===== src/rtl/line_diag_pkg.sv =====
// package of constants shared by the line diagnosis port controller
package line_diag_pkg;

   // local addresses decoded from the frame identifier
   localparam logic [2:0] addr_cmd_write    = 3'h0;
   localparam logic [2:0] addr_status_read  = 3'h1;
   localparam logic [2:0] addr_a_write      = 3'h2;
   localparam logic [2:0] addr_a_read       = 3'h3;
   localparam logic [2:0] addr_ab_write     = 3'h4;
   localparam logic [2:0] addr_ab_read      = 3'h5;
   localparam logic [2:0] addr_b_write      = 3'h6;
   localparam logic [2:0] addr_b_read       = 3'h7;

   // accepted data byte counts
   localparam logic [2:0] len_one           = 3'h1;
   localparam logic [2:0] len_two           = 3'h2;
   localparam logic [2:0] len_three         = 3'h3;
   localparam logic [2:0] len_ab            = 3'h6;

   // command register field positions and select codes
   localparam int         cmd_sel_lsb       = 0;
   localparam int         cmd_surv_pos      = 3;
   localparam int         cmd_owner_lsb     = 4;
   localparam int         cmd_lock_pos      = 7;
   localparam logic [2:0] sel_transparent   = 3'h3;
   localparam logic [2:0] sel_forced_triple = 3'h7;

   // status register field positions
   localparam int         stat_agree_pos    = 2;
   localparam int         stat_safety_pos   = 3;

   // values after reset, and the all-output direction byte
   localparam logic [7:0] cmd_reset         = 8'h00;
   localparam logic [7:0] ddr_reset         = 8'h00;
   localparam logic [7:0] data_reset        = 8'h00;
   localparam logic [7:0] opt_reset         = 8'h00;
   localparam logic [7:0] all_output        = 8'hff;

   // level that marks a dominant bus bit on the selected line
   localparam logic       dominant_level    = 1'b0;

   // timing: base period and safety clock rate
   localparam int         base_period_ms    = 1000;
   localparam int         safety_clk_khz    = 500;
   localparam int         base_ticks        = base_period_ms * safety_clk_khz;
   localparam int         short_div         = 16;
   localparam int         medium_div        = 4;
   localparam int         super_mult        = 4;
   localparam int         tick_width        = 24;

   // receive line selection
   typedef enum logic [1:0] {
      line_diff = 2'b00,
      line_true = 2'b01,
      line_comp = 2'b10
   } line_sel_type;

endpackage : line_diag_pkg


===== src/rtl/level_sync.sv =====
// two flip-flop synchroniser for a group of pin levels
`timescale 1ns/10ps
module level_sync #(
   parameter int          width = 1
) (
   input  wire logic             clk,
   input  wire logic             rstn,
   input  wire logic [width-1:0] din,
   output logic      [width-1:0] dout
);
   logic [width-1:0] meta_ff;    // first stage, read only by second
   logic [width-1:0] dout_ff;    // second stage, safe to use

   // pins are asynchronous to clk, so two stages before any logic
   always_ff @(posedge clk or negedge rstn) begin
      if (!rstn) begin
         meta_ff <= '0;
         dout_ff <= '0;
      end else begin
         meta_ff <= din;
         dout_ff <= meta_ff;
      end
   end

   assign dout = dout_ff;
endmodule : level_sync


===== src/rtl/tick_timeout.sv =====
// timeout counter on safety clock ticks with restart and expiry pulse
`timescale 1ns/10ps
module tick_timeout (
   input  wire logic                                  clk,
   input  wire logic                                  rstn,
   input  wire logic                                  tick,
   input  wire logic                                  restart,
   input  wire logic [line_diag_pkg::tick_width-1:0]  limit,
   output logic                                       expired
);
   logic [line_diag_pkg::tick_width-1:0] count_ff;  // ticks since restart
   logic                                 expired_ff; // one-cycle pulse

   // restart has priority so a qualifying event always resets the wait
   always_ff @(posedge clk or negedge rstn) begin
      if (!rstn) begin
         count_ff   <= '0;
         expired_ff <= 1'b0;
      end else if (restart) begin
         count_ff   <= '0;
         expired_ff <= 1'b0;
      end else if (tick) begin
         if (count_ff >= limit - 1'b1) begin
            // rearm so a persisting fault fires once per period
            count_ff   <= '0;
            expired_ff <= 1'b1;
         end else begin
            count_ff   <= count_ff + 1'b1;
            expired_ff <= 1'b0;
         end
      end else begin
         expired_ff <= 1'b0;
      end
   end

   assign expired = expired_ff;
endmodule : tick_timeout


===== src/rtl/line_diagnosis_safety_port_ctl.sv =====
// control core: port config, line selection, timeouts and safety mode
`timescale 1ns/10ps
module line_diagnosis_safety_port_ctl #(
   parameter int base_ticks = line_diag_pkg::base_ticks  // ticks per T
) (
   input  wire logic       clk,
   input  wire logic       rstn,
   // receive lines from the transceiver comparators
   input  wire logic       rx_differential_line,
   input  wire logic       rx_true_line,
   input  wire logic       rx_complement_line,
   input  wire logic       safety_clock_pin,
   // frame decoder results, same clock domain
   input  wire logic       coherent_frame,
   input  wire logic       frame_done,
   input  wire logic [2:0] frame_local_addr,
   input  wire logic [2:0] frame_len,
   input  wire logic [7:0] frame_byte0,
   input  wire logic [7:0] frame_byte1,
   input  wire logic [7:0] frame_byte2,
   input  wire logic [7:0] frame_byte3,
   input  wire logic [7:0] frame_byte4,
   input  wire logic [7:0] frame_byte5,
   output logic            frame_ack,
   output logic            rx_selected,
   // read back values for the frame encoder
   output logic [7:0]      line_and_lock_status,
   output logic [7:0]      first_port_value,
   output logic [7:0]      second_port_value,
   // port pins split into input, output and enable
   input  wire logic [7:0] first_port_pins_in,
   output logic [7:0]      first_port_pins_out,
   output logic [7:0]      first_port_pins_oe,
   input  wire logic [7:0] second_port_pins_in,
   output logic [7:0]      second_port_pins_out,
   output logic [7:0]      second_port_pins_oe,
   output logic            alert
);

   // derived limits keep fixed ratios to the base period
   localparam int tw = line_diag_pkg::tick_width;
   localparam logic [tw-1:0] short_lim  =
      tw'(base_ticks / line_diag_pkg::short_div);
   localparam logic [tw-1:0] medium_lim =
      tw'(base_ticks / line_diag_pkg::medium_div);
   localparam logic [tw-1:0] long_lim   = tw'(base_ticks);
   localparam logic [tw-1:0] super_lim  =
      tw'(base_ticks * line_diag_pkg::super_mult);

   // accepted write frame for a given local address and byte count
   function automatic logic write_ok(input logic [2:0] addr,
                                     input logic [2:0] len);
      begin
         case (addr)
            line_diag_pkg::addr_cmd_write:
               write_ok = (len == line_diag_pkg::len_one);
            line_diag_pkg::addr_a_write,
            line_diag_pkg::addr_b_write:
               write_ok = (len == line_diag_pkg::len_one) ||
                          (len == line_diag_pkg::len_two) ||
                          (len == line_diag_pkg::len_three);
            line_diag_pkg::addr_ab_write:
               write_ok = (len == line_diag_pkg::len_ab);
            default:
               write_ok = 1'b1;  // reads carry no data bytes to check
         endcase
      end
   endfunction : write_ok

   // next direction byte for a short port write
   function automatic logic [7:0] pick_ddr(input logic [2:0] len,
                                           input logic [7:0] given);
      begin
         // one byte makes the whole port an output
         pick_ddr = (len == line_diag_pkg::len_one) ?
                    line_diag_pkg::all_output : given;
      end
   endfunction : pick_ddr

   // next option byte for a short port write
   function automatic logic [7:0] pick_opt(input logic [2:0] len,
                                           input logic [7:0] given,
                                           input logic [7:0] prev);
      begin
         if (len == line_diag_pkg::len_three) begin
            pick_opt = given;
         end else if (len == line_diag_pkg::len_one) begin
            pick_opt = line_diag_pkg::opt_reset;
         end else begin
            pick_opt = prev;
         end
      end
   endfunction : pick_opt

   logic [2:0]  rx_sync;          // synchronised receive lines
   logic        safety_clk_sync;  // synchronised safety clock
   logic        safety_clk_d_ff;  // previous safety clock level
   logic        tick;             // one cycle per safety clock rise
   logic [15:0] pins_sync;        // synchronised port pins
   logic        agree;            // all three lines equal
   logic        bus_dominant;     // selected line is dominant
   logic        accepted;         // addressed frame that is honoured
   logic        cmd_write;        // command register write
   logic        a_write;          // port A written in this frame
   logic        b_write;          // port B written in this frame
   logic        short_exp;        // short timeout pulse
   logic        medium_exp;       // medium timeout pulse
   logic        long_exp;         // long timeout pulse
   logic        super_exp;        // super-long timeout pulse
   logic        step_line;        // automatic mode moves to next line
   logic        enter_safety;     // condition to enter safety mode

   logic [7:0]  cmd_ff;           // line_and_lock_command
   logic [7:0]  nxt_cmd;
   line_diag_pkg::line_sel_type line_ff;     // selected receive line
   line_diag_pkg::line_sel_type nxt_line;
   logic        forced_ff;        // selection held despite timeouts
   logic        triple_ff;        // differential qualified by agreement
   logic        rx_hold_ff;       // last agreed level in triple mode
   logic        safety_ff;        // safety mode
   logic        accessed_ff;      // any access since reset
   logic        alert_ff;
   logic        ack_ff;
   logic [7:0]  data_a_ff;
   logic [7:0]  ddr_a_ff;
   logic [7:0]  opt_a_ff;
   logic [7:0]  data_b_ff;
   logic [7:0]  ddr_b_ff;
   logic [7:0]  opt_b_ff;
   logic [7:0]  status_ff;
   logic [7:0]  val_a_ff;
   logic [7:0]  val_b_ff;

   // all pin inputs pass two flip-flops before use
   level_sync #(.width(3)) u_rx_sync (
      .clk  (clk),
      .rstn (rstn),
      .din  ({rx_complement_line, rx_true_line, rx_differential_line}),
      .dout (rx_sync)
   );

   level_sync #(.width(1)) u_clk_sync (
      .clk  (clk),
      .rstn (rstn),
      .din  (safety_clock_pin),
      .dout (safety_clk_sync)
   );

   level_sync #(.width(16)) u_pin_sync (
      .clk  (clk),
      .rstn (rstn),
      .din  ({second_port_pins_in, first_port_pins_in}),
      .dout (pins_sync)
   );

   // rising edge of the slow safety clock gives the timeout tick
   always_ff @(posedge clk or negedge rstn) begin
      if (!rstn) begin
         safety_clk_d_ff <= 1'b0;
      end else begin
         safety_clk_d_ff <= safety_clk_sync;
      end
   end

   assign tick = safety_clk_sync & ~safety_clk_d_ff;

   // triple sampling: all high or all low
   assign agree = (&rx_sync) | ~(|rx_sync);

   // receive line mux; triple mode keeps the last agreed level
   always_comb begin
      if (triple_ff) begin
         rx_selected = agree ? rx_sync[0] : rx_hold_ff;
      end else begin
         case (line_ff)
            line_diag_pkg::line_true: rx_selected = rx_sync[1];
            line_diag_pkg::line_comp: rx_selected = rx_sync[2];
            default:                  rx_selected = rx_sync[0];
         endcase
      end
   end

   // hold register for the triple-qualified level
   always_ff @(posedge clk or negedge rstn) begin
      if (!rstn) begin
         rx_hold_ff <= 1'b1;
      end else if (agree) begin
         rx_hold_ff <= rx_sync[0];
      end
   end

   assign bus_dominant = (rx_selected == line_diag_pkg::dominant_level);

   // frame decode: bad lengths are neither acked nor applied
   assign accepted  = frame_done & write_ok(frame_local_addr, frame_len);
   assign cmd_write = accepted &
                      (frame_local_addr == line_diag_pkg::addr_cmd_write);
   assign a_write   = accepted &
                      ((frame_local_addr == line_diag_pkg::addr_a_write) |
                       (frame_local_addr == line_diag_pkg::addr_ab_write));
   assign b_write   = accepted &
                      ((frame_local_addr == line_diag_pkg::addr_b_write) |
                       (frame_local_addr == line_diag_pkg::addr_ab_write));

   // four timeouts restarted by bus events; long and super-long share one restart
   tick_timeout u_short (
      .clk     (clk),
      .rstn    (rstn),
      .tick    (tick),
      .restart (~bus_dominant),
      .limit   (short_lim),
      .expired (short_exp)
   );

   tick_timeout u_medium (
      .clk     (clk),
      .rstn    (rstn),
      .tick    (tick),
      .restart (coherent_frame),
      .limit   (medium_lim),
      .expired (medium_exp)
   );

   tick_timeout u_long (
      .clk     (clk),
      .rstn    (rstn),
      .tick    (tick),
      .restart (accepted),
      .limit   (long_lim),
      .expired (long_exp)
   );

   tick_timeout u_super (
      .clk     (clk),
      .rstn    (rstn),
      .tick    (tick),
      .restart (accepted),
      .limit   (super_lim),
      .expired (super_exp)
   );

   // line faults step the automatic selection to the next line
   assign step_line = ~forced_ff & (short_exp | medium_exp);

   // command write: upper bits always, low bits unless transparent
   always_comb begin
      nxt_cmd  = cmd_ff;
      nxt_line = line_ff;
      if (cmd_write) begin
         nxt_cmd[7:3] = frame_byte0[7:3];
         if (frame_byte0[2:0] != line_diag_pkg::sel_transparent) begin
            nxt_cmd[2:0] = frame_byte0[2:0];
            // code 11 has no line, so 111 falls back to differential
            nxt_line = (frame_byte0[1:0] == 2'b11) ?
                       line_diag_pkg::line_diff :
                       line_diag_pkg::line_sel_type'(frame_byte0[1:0]);
         end
      end else if (step_line) begin
         case (line_ff)
            line_diag_pkg::line_diff: nxt_line = line_diag_pkg::line_true;
            line_diag_pkg::line_true: nxt_line = line_diag_pkg::line_comp;
            default:                  nxt_line = line_diag_pkg::line_diff;
         endcase
      end
   end

   // command register and line selection state
   always_ff @(posedge clk or negedge rstn) begin
      if (!rstn) begin
         cmd_ff    <= line_diag_pkg::cmd_reset;
         line_ff   <= line_diag_pkg::line_diff;
         forced_ff <= 1'b0;
         triple_ff <= 1'b0;
      end else begin
         cmd_ff    <= nxt_cmd;
         line_ff   <= nxt_line;
         forced_ff <= nxt_cmd[2];
         triple_ff <= (nxt_cmd[2:0] == line_diag_pkg::sel_forced_triple);
      end
   end

   // remember whether any access has happened since reset
   always_ff @(posedge clk or negedge rstn) begin
      if (!rstn) begin
         accessed_ff <= 1'b0;
      end else if (accepted) begin
         accessed_ff <= 1'b1;
      end
   end

   // surveillance decides entry; super-long before first access only
   assign enter_safety = ~cmd_ff[line_diag_pkg::cmd_surv_pos] &
                         ((super_exp & ~accessed_ff) |
                          (long_exp & accessed_ff));

   // safety mode: entry wins over a port A write in the same cycle
   always_ff @(posedge clk or negedge rstn) begin
      if (!rstn) begin
         safety_ff <= 1'b0;
      end else if (enter_safety) begin
         safety_ff <= 1'b1;
      end else if (a_write) begin
         safety_ff <= 1'b0;
      end
   end

   // alert follows safety, or pulses per frame when inhibited
   always_ff @(posedge clk or negedge rstn) begin
      if (!rstn) begin
         alert_ff <= 1'b0;
      end else if (cmd_ff[line_diag_pkg::cmd_surv_pos]) begin
         alert_ff <= frame_done;
      end else begin
         alert_ff <= enter_safety | (safety_ff & ~a_write);
      end
   end

   // port A registers; safety entry floats the port
   always_ff @(posedge clk or negedge rstn) begin
      if (!rstn) begin
         data_a_ff <= line_diag_pkg::data_reset;
         ddr_a_ff  <= line_diag_pkg::ddr_reset;
         opt_a_ff  <= line_diag_pkg::opt_reset;
      end else if (enter_safety) begin
         ddr_a_ff  <= line_diag_pkg::ddr_reset;
      end else if (a_write) begin
         data_a_ff <= frame_byte0;
         if (frame_local_addr == line_diag_pkg::addr_ab_write) begin
            ddr_a_ff <= frame_byte1;
            opt_a_ff <= frame_byte2;
         end else begin
            ddr_a_ff <= pick_ddr(frame_len, frame_byte1);
            opt_a_ff <= pick_opt(frame_len, frame_byte2, opt_a_ff);
         end
      end
   end

   // port B registers; safety leaves them as they are
   always_ff @(posedge clk or negedge rstn) begin
      if (!rstn) begin
         data_b_ff <= line_diag_pkg::data_reset;
         ddr_b_ff  <= line_diag_pkg::ddr_reset;
         opt_b_ff  <= line_diag_pkg::opt_reset;
      end else if (b_write) begin
         if (frame_local_addr == line_diag_pkg::addr_ab_write) begin
            data_b_ff <= frame_byte3;
            ddr_b_ff  <= frame_byte4;
            opt_b_ff  <= frame_byte5;
         end else begin
            data_b_ff <= frame_byte0;
            ddr_b_ff  <= pick_ddr(frame_len, frame_byte1);
            opt_b_ff  <= pick_opt(frame_len, frame_byte2, opt_b_ff);
         end
      end
   end

   // status and pin read-back registers
   always_ff @(posedge clk or negedge rstn) begin
      if (!rstn) begin
         status_ff <= 8'h00;
         val_a_ff  <= 8'h00;
         val_b_ff  <= 8'h00;
      end else begin
         status_ff[7:4] <= cmd_ff[7:4];
         status_ff[line_diag_pkg::stat_safety_pos] <= safety_ff;
         status_ff[line_diag_pkg::stat_agree_pos]  <= agree;
         status_ff[1:0] <= line_ff;
         val_a_ff  <= pins_sync[7:0];
         val_b_ff  <= pins_sync[15:8];
      end
   end

   // acknowledge only frames with a legal byte count
   always_ff @(posedge clk or negedge rstn) begin
      if (!rstn) begin
         ack_ff <= 1'b0;
      end else begin
         ack_ff <= accepted;
      end
   end

   // an option bit of 1 is illegal; it only disables the driver
   assign first_port_pins_out  = data_a_ff;
   assign first_port_pins_oe   = ddr_a_ff & ~opt_a_ff;
   assign second_port_pins_out = data_b_ff;
   assign second_port_pins_oe  = ddr_b_ff & ~opt_b_ff;

   assign line_and_lock_status = status_ff;
   assign first_port_value     = val_a_ff;
   assign second_port_value    = val_b_ff;
   assign frame_ack            = ack_ff;
   assign alert                = alert_ff;

endmodule : line_diagnosis_safety_port_ctl


===== config.mk =====
export PLATFORM = sky130hd
export DESIGN_NAME = line_diagnosis_safety_port_ctl
export DESIGN_NICKNAME = d
export VERILOG_FILES = /design/src/rtl/line_diag_pkg.sv /design/src/rtl/level_sync.sv /design/src/rtl/tick_timeout.sv /design/src/rtl/line_diagnosis_safety_port_ctl.sv
export SDC_FILE = /design/constraint.sdc
export NUM_CORES = 1
export LEC_CHECK = 0
export ABC_AREA = 1
export BUFFER_PORTS_ARGS = -buffer_cell sky130_fd_sc_hd__buf_2
export CAP_MARGIN = 0
export CORE_ASPECT_RATIO = 1.5
export CORE_MARGIN = 2
export CORE_UTILIZATION = 40
export DETAILED_ROUTE_END_ITERATION = 6
export PLACE_DENSITY_LB_ADDON = 0.1
export REMOVE_ABC_BUFFERS = 1
export SETUP_SLACK_MARGIN = 0.5
export SLEW_MARGIN = 20
export SYNTH_ARGS = -nofsm -noshare
export SYNTH_HDL_FRONTEND = slang
export SYNTH_SLANG_ARGS = --single-unit
export TNS_END_PERCENT = 20

===== constraint.sdc =====
create_clock -name clk -period 1.99 [get_ports clk]
set_clock_uncertainty 0.15 [all_clocks]
set_input_delay 0.0995 -clock clk [delete_from_list [all_inputs] [get_ports clk]]
set_output_delay 0.0995 -clock clk [all_outputs]
set_load 0.02 [all_outputs]

# After elaboration in Yosys (flattened, before gate mapping)
# Index checks and enable logic that the tools add are counted.
# classes
n_eq_ne	13
n_mux	48
n_addsub	4
reduce_logical	17
n_lt_le_gt_ge	4
bitwise	27
# op_table
op	count
$mux W24	12
$add A24 B1 Y24 const B	4
$mux W8	10
$ge A24 B15 Y1 const B	1
$ge A24 B17 Y1 const B	1
$ge A24 B19 Y1 const B	1
$ge A24 B21 Y1 const B	1
$mux W1	17
$and A8 B8 Y8	2
$not A8 Y8	2
$eq A3 B3 Y1 const B	4
$and A1 B1 Y1	10
$reduce_bool A2 Y1	5
$eq A3 B2 Y1 const B	3
$mux W2	4
$not A1 Y1	7
$mux W3	2
$or A1 B1 Y1	6
$reduce_and A2 Y1	3
$reduce_and A3 Y1	2
$eq A2 B2 Y1 const B	2
$pmux W2 S2	1
$eq A3 B1 Y1 const B	1
$logic_not A3 Y1	1
other kinds (10)	11
# word_totals
out_inout_bits	59
regBits	230
input_bits	78
word_cells	147

# Longest topological paths before layout
# depth
word_depth	10
depth_mapped	12
mapped_depth_nobuf	12

# Modules after synthesis
# From an unflattened synthesis, not the netlist that was laid out.
# hier_totals
cells_unflattened	2210
hier_area_um2	16054.1
# modules_own_cells
mod	n_inst	area_each_um2	seq_area_each_um2	cells_each
tick_timeout at u_medium ...	3	2772.7	625.6	434
line_diagnosis_safety_port_ctl	1	3908.7	2228.4	437
tick_timeout at u_long	1	2826.5	625.6	431
level_sync at u_pin_sync	1	800.8	800.8	32
level_sync at u_rx_sync	1	150.1	150.1	6
level_sync at u_clk_sync	1	50.0	50.0	2

# Worst setup path after synthesis
# OpenSTA, ideal clock, no wires.
# synth_path
path_kind	register to register
from	register line_ff[0]
to	register u_short.count_ff[6] (netlist name)
required_time_ns	1.774
period_less_slack_ns	1.923
path_slack_ns	0.067
path_buffers	1
path_stages_with_launch	11
setup_ns	0.066
arrival_time_ns	1.707
path_cell_list	dfrtp_1 inv_1 ha_1 o21ai_0 nand2_1 nand2_1 nand2_1 inv_1 clkbuf_1 nand2_1 nand2_1
# synth_via
elab_chain_cells	4
elab_cells_between_ends	6
cone_classes	2 x eq/ne; 3 x mux; 1 x reduce/logical
# synth_lines
item	line_no	text
start, declared	line_diagnosis_safety_port_ctl.sv:115	line_diag_pkg::line_sel_type line_ff;
start signal, assigned	line_diagnosis_safety_port_ctl.sv:271	line_ff <= line_diag_pkg::line_diff;
start signal, assigned	line_diagnosis_safety_port_ctl.sv:276	line_ff <= nxt_line;
$eq A2 B2 Y1 or $eq A2 B1 Y1 (tied branches)	line_diagnosis_safety_port_ctl.sv:175	case (line_ff)
$pmux W1 S2 (*)	line_diagnosis_safety_port_ctl.sv:175	
$mux W1 (*)	line_diagnosis_safety_port_ctl.sv:172	if (triple_ff) begin
$mux W24 or $reduce_bool A2 Y1 (tied branches)	n/a	
end signal, assigned	tick_timeout.sv:28	count_ff <= count_ff + 1'b1;
end, declared	tick_timeout.sv:11	logic [line_diag_pkg::tick_width-1:0] count_ff;
# Every way passes the cells marked *; elsewhere a longest branch is shown, timed or not.
# A chain may end at the register's enable or synchronous reset.

# Worst setup path after layout
# layout_path
from	register line_ff[1]
to	output port rx_selected
# layout_via
elab_chain_cells	3
elab_cells_between_ends	4
cone_classes	2 x eq/ne; 2 x mux
# layout_lines
item	line_no	text
$eq A2 B2 Y1 or $eq A2 B1 Y1 (tied branches)	line_diagnosis_safety_port_ctl.sv:175	
$pmux W1 S2 (*)	line_diagnosis_safety_port_ctl.sv:175	
$mux W1 (*)	line_diagnosis_safety_port_ctl.sv:172	
end, declared	line_diagnosis_safety_port_ctl.sv:25	output logic rx_selected,
# Marks and branches as above.

==> metrics.md <==
| Metric | Value |
|---|---|
| Post-synthesis cell type count | 36 |
| Ranking of synthesized cells by area | sky130_fd_sc_hd__dfrtp_1 54%, sky130_fd_sc_hd__nand2_1 11%, sky130_fd_sc_hd__nor2_1 7.1% |
| Post-Place Worst Slack | -0.002308 ns |
| Maximum number of pins on one net before global-route repair | 66 |
| Number of setup violations in the final report | 20 |
| Ordered list of cells on the worst path | inv_2, ha_4, nand3_2, o21ai_1, nand2_1, nand2_2, buf_6, inv_4, buf_6 |
| Mapped Area | 0.01062 sq mm |
| Total vias in the final route | between 9000 and 10000 |
| Leakage power of the design | 7.140 nW |
| Post-synth EDFFs | 0 |
| Vias per cell | 4.833 |
| Clock-pin slew on the worst setup and hold paths | 0.07 ns |
| Top flip-flop cell by instance count after synthesis | sky130_fd_sc_hd__dfrtp_1 |
| Share of Yosys cell area claimed by the top area cell type | between 50% and 60% |
| Leading cell type in the layout, fill and taps excluded | sky130_fd_sc_hd__nand2_1 |
| Yosys warns | 0 |
| Sequential cell area fraction in the yosys report | 53.96% |
| Total detailed-routing wirelength | 29130 microns |
| Inserted Clock Buffers | 23 |
| Combinational group share of total power | 23.1% |
| Row count | between 70 and 80 |
| Ratio of total power to cell area | 856.7 mW/mm^2 |
| Smallest hold slack | roughly 0.05 ns |
| Minimum clock period | about 2.1 ns |
| Remaining antenna violation count | 0 |
| Overflow left after global routing | 0 |
| Unrepaired setup endpoints after global routing | true |
| Length of the first detailed-routing pass in iterations | 5 |
| Number of diodes added for antenna fixing | 0 |
| Share of cells above drive strength 1 | 30.73% |
| Timing-limited maximum frequency | around 0.48 GHz |
| Buffers added on ports | 136 |
| Clock network fraction of total power | 36.4% |
| Mean routed wirelength per cell | 15.03 microns |
| Worst rel slew slack | between 70 and 80% |
| Slew at the pin closest to its max-slew limit | around 0.45 ns |
| Final HPWL DP | 19550 microns |
| CTS HTree Levels | 1 |
| CTS Sinks | 229 |
| Final count of hold timing violations | 0 |
| Vias in the first global route | 9395 |
| Initial Utilization | 40.38% |
| FFs w/ async S/R, synth | 100.0% |
| Post-route core utilization | between 50 and 60% |
| Startpoint type of the worst setup path | flop |
| Setup CP Type | flop to output port |
| Initial drt markers | 459 |
| Largest area contributor in the synthesized netlist | sky130_fd_sc_hd__dfrtp_1 |
| Switching power as a share of total power | 28.33% |
| Cells after Synth | 1289 |
| Worst hold path class | input pin to flop |
| Synth Register Bits | around 230 |
| Final total power | 13.02 mW |
| Worst endpoint required time | about 1.7 ns |
| Violated checks | negative setup slack |
| Die Span Y | roughly 200 microns |
| Worst-path maximum fanout | 3 |
| Die ar. | roughly 0.028 sq mm |
| Final instance count without filler cells | approximately 1900 |
| Die span in x | 137.1 microns |
| Number of buffers on the longest clock path | 3 |
| Data arrival at the endpoint of the critical path | 1.83 ns |
| Total negative setup slack | -0.6826 ns |
| # fillers | 2394 |
| Peak supply drop | 0.7068 mV |
| Initial antenna violation count | 0 |
| Sequential share of power | 40.5% |
| Placer's final routability congestion estimate | 0.8689 |
| Overall Global Routing Usage | 20.42% |
| Cell Int Power | 9.331 mW |
| Slowest cell on the critical path | sky130_fd_sc_hd__dfrtp_1 |
| Count of nets after finishing | 1674 |
| Buffer cell driving the clock tree root | sky130_fd_sc_hd__clkbuf_16 |
| Final-report max-slew violation count | 0 |
| Number of max-capacitance violations reported | 0 |
| Placed cell count | around 1800 |
| CP dominant cell by count | sky130_fd_sc_hd__buf_6 |
| Kind of cell adding the most delay to the critical path | flip-flops |
| Skew-Pair Late Insertion Delay | 0.52 ns |
| Final Cell Area | between 0.015 and 0.02 sq mm |
| Number of top-level pins | 137 |
| Area grow syn2layout | 43.09% |
| Kind of end point of the critical path | output port |
| Status | finished with violations |
| Worst stage delay on the critical path | 0.40 ns |
| Critical path buffer and inverter count | 4 |
| Post-synthesis average cell area | 8.240 sq um |
| Highest-count cells in the layout ignoring fill and taps | 282 x sky130_fd_sc_hd__nand2_1, 213 x sky130_fd_sc_hd__dfrtp_1, 141 x sky130_fd_sc_hd__inv_1, 127 x sky130_fd_sc_hd__buf_2, 121 x sky130_fd_sc_hd__nor2_1 |
| Post-place instance area | 0.01204 sq mm |
| Clock tree from TritonCTS | yes |
| Net switching power | 3.689 mW |
| Post-route setup slack | -0.08781 ns |
| Ratio of final minimum period to clock period | 104.4% |
| Global-route wire length before repair | 45260 microns |
| Remaining DRCs | 0 |
| Core Footprint | 0.02631 sq mm |
-- sequential cells by signal, indices dropped and copies added (netlist names), 8 cells and up --
register and count:
u_super.count_ff 24, first_port_value 8, u_medium.count_ff 24, u_short.count_ff 24, ddr_a_ff 8, opt_a_ff 8, ddr_b_ff 8, opt_b_ff 8
line_and_lock_status 8, cmd_ff 8, second_port_pins_out 8, u_pin_sync.dout 16, u_pin_sync.meta_ff 16, first_port_pins_out 8, u_long.count_ff 24, second_port_value 8
-- synth_stat cells, types with 6 or more instances --
cell type / n
sky130_fd_sc_hd__nand2_1: 321
sky130_fd_sc_hd__dfrtp_1: 228
sky130_fd_sc_hd__nor2_1: 202
sky130_fd_sc_hd__inv_1: 156
sky130_fd_sc_hd__nand3_1: 88
sky130_fd_sc_hd__o21ai_0: 87
sky130_fd_sc_hd__xor2_1: 40
sky130_fd_sc_hd__nand4_1: 25
sky130_fd_sc_hd__clkbuf_1: 17
sky130_fd_sc_hd__o21ai_1: 16
sky130_fd_sc_hd__buf_2: 14
sky130_fd_sc_hd__a21oi_1: 13
sky130_fd_sc_hd__nor3_1: 12
sky130_fd_sc_hd__ha_1: 10
sky130_fd_sc_hd__o21ai_2: 8
sky130_fd_sc_hd__o22a_1: 8
sky130_fd_sc_hd__xnor2_1: 8
sky130_fd_sc_hd__nand3b_1: 6
-- cell families after synthesis --
group / synth area share (%)
DFF: 53.96
AOI/OAI and AO/OA: 7.115
adders and majority gates: 1.178
buffers and inverters: 7.398
xor gates and xnor gates: 3.958
and+or+nand+nor: 26.39
-- worst paths after layout --
check / endpoint / depth (start not counted) / startpoint / slack (ns)
worst max-delay path: rx_selected / 9 / line_ff[1] / -0.09
worst min-delay path: opt_a_ff[6] / 6 / frame_len[0] / 0.05
worst max register to register: u_short.count_ff[10] / 13 / line_ff[1] / -0.08
worst min register to register: second_port_value[5] / 0 / u_pin_sync.dout[13] / 0.19
max in group asynchronous: rx_hold_ff / 4 / rstn / 0.59
min in group asynchronous: second_port_value[3] / 3 / rstn / 0.43
-- timing repair --
item                                    CTS  global route
hold buffers                             81             1
buffers inserted                         17            19
endpoints found under the hold margin   329             8
endpoints found under the setup margin  120           246
pin swaps                                92           112
resized for setup                       154           214
cloned                                    4             2
-- worst register-to-register path: cells and delay by family (launching register included) --
kind	cells	cell delay [ns]
and+or+nand+nor	6	0.45
buffers and inverters	5	0.69
adders and majority gates	1	0.21
AOI/OAI and AO/OA	1	0.05
DFF	1	0.41
-- power groups by stage --
stage / logic (mW) / clock network [mW] / registers [mW]
CTS: 2.68 / 4.89 / 5.26
finish: 3.01 / 4.74 / 5.27
detailed placement: 2.03 / 0 / 5.34
global placement: 2.02 / 0 / 5.32
global route: 3.29 / 5.07 / 5.32
floorplan: 0.924 / 0 / 5.47
-- layout make-up --
type	instances	area [sq um]	area share, %
sequential	229	5751	37.84
multi-input combinational	863	5029	33.09
timing repair buffer	307	2536	16.69
clock buffer	31	655.6	4.314
inverter	161	624.3	4.108
tap	337	421.7	2.774
clock inverter	9	173.9	1.144
timing repair inverter	1	7.507	0.04939
-- layer usage --
layer	track usage, %	vias up	share of wire [%]
li1	-	4640	-
met1	21.57	4476	38
met2	39.80	184	54
met3	2.560	66	3.9
met4	8.137	0	3.8
met5	0	-	0
(Power assumes the default switching activity.)
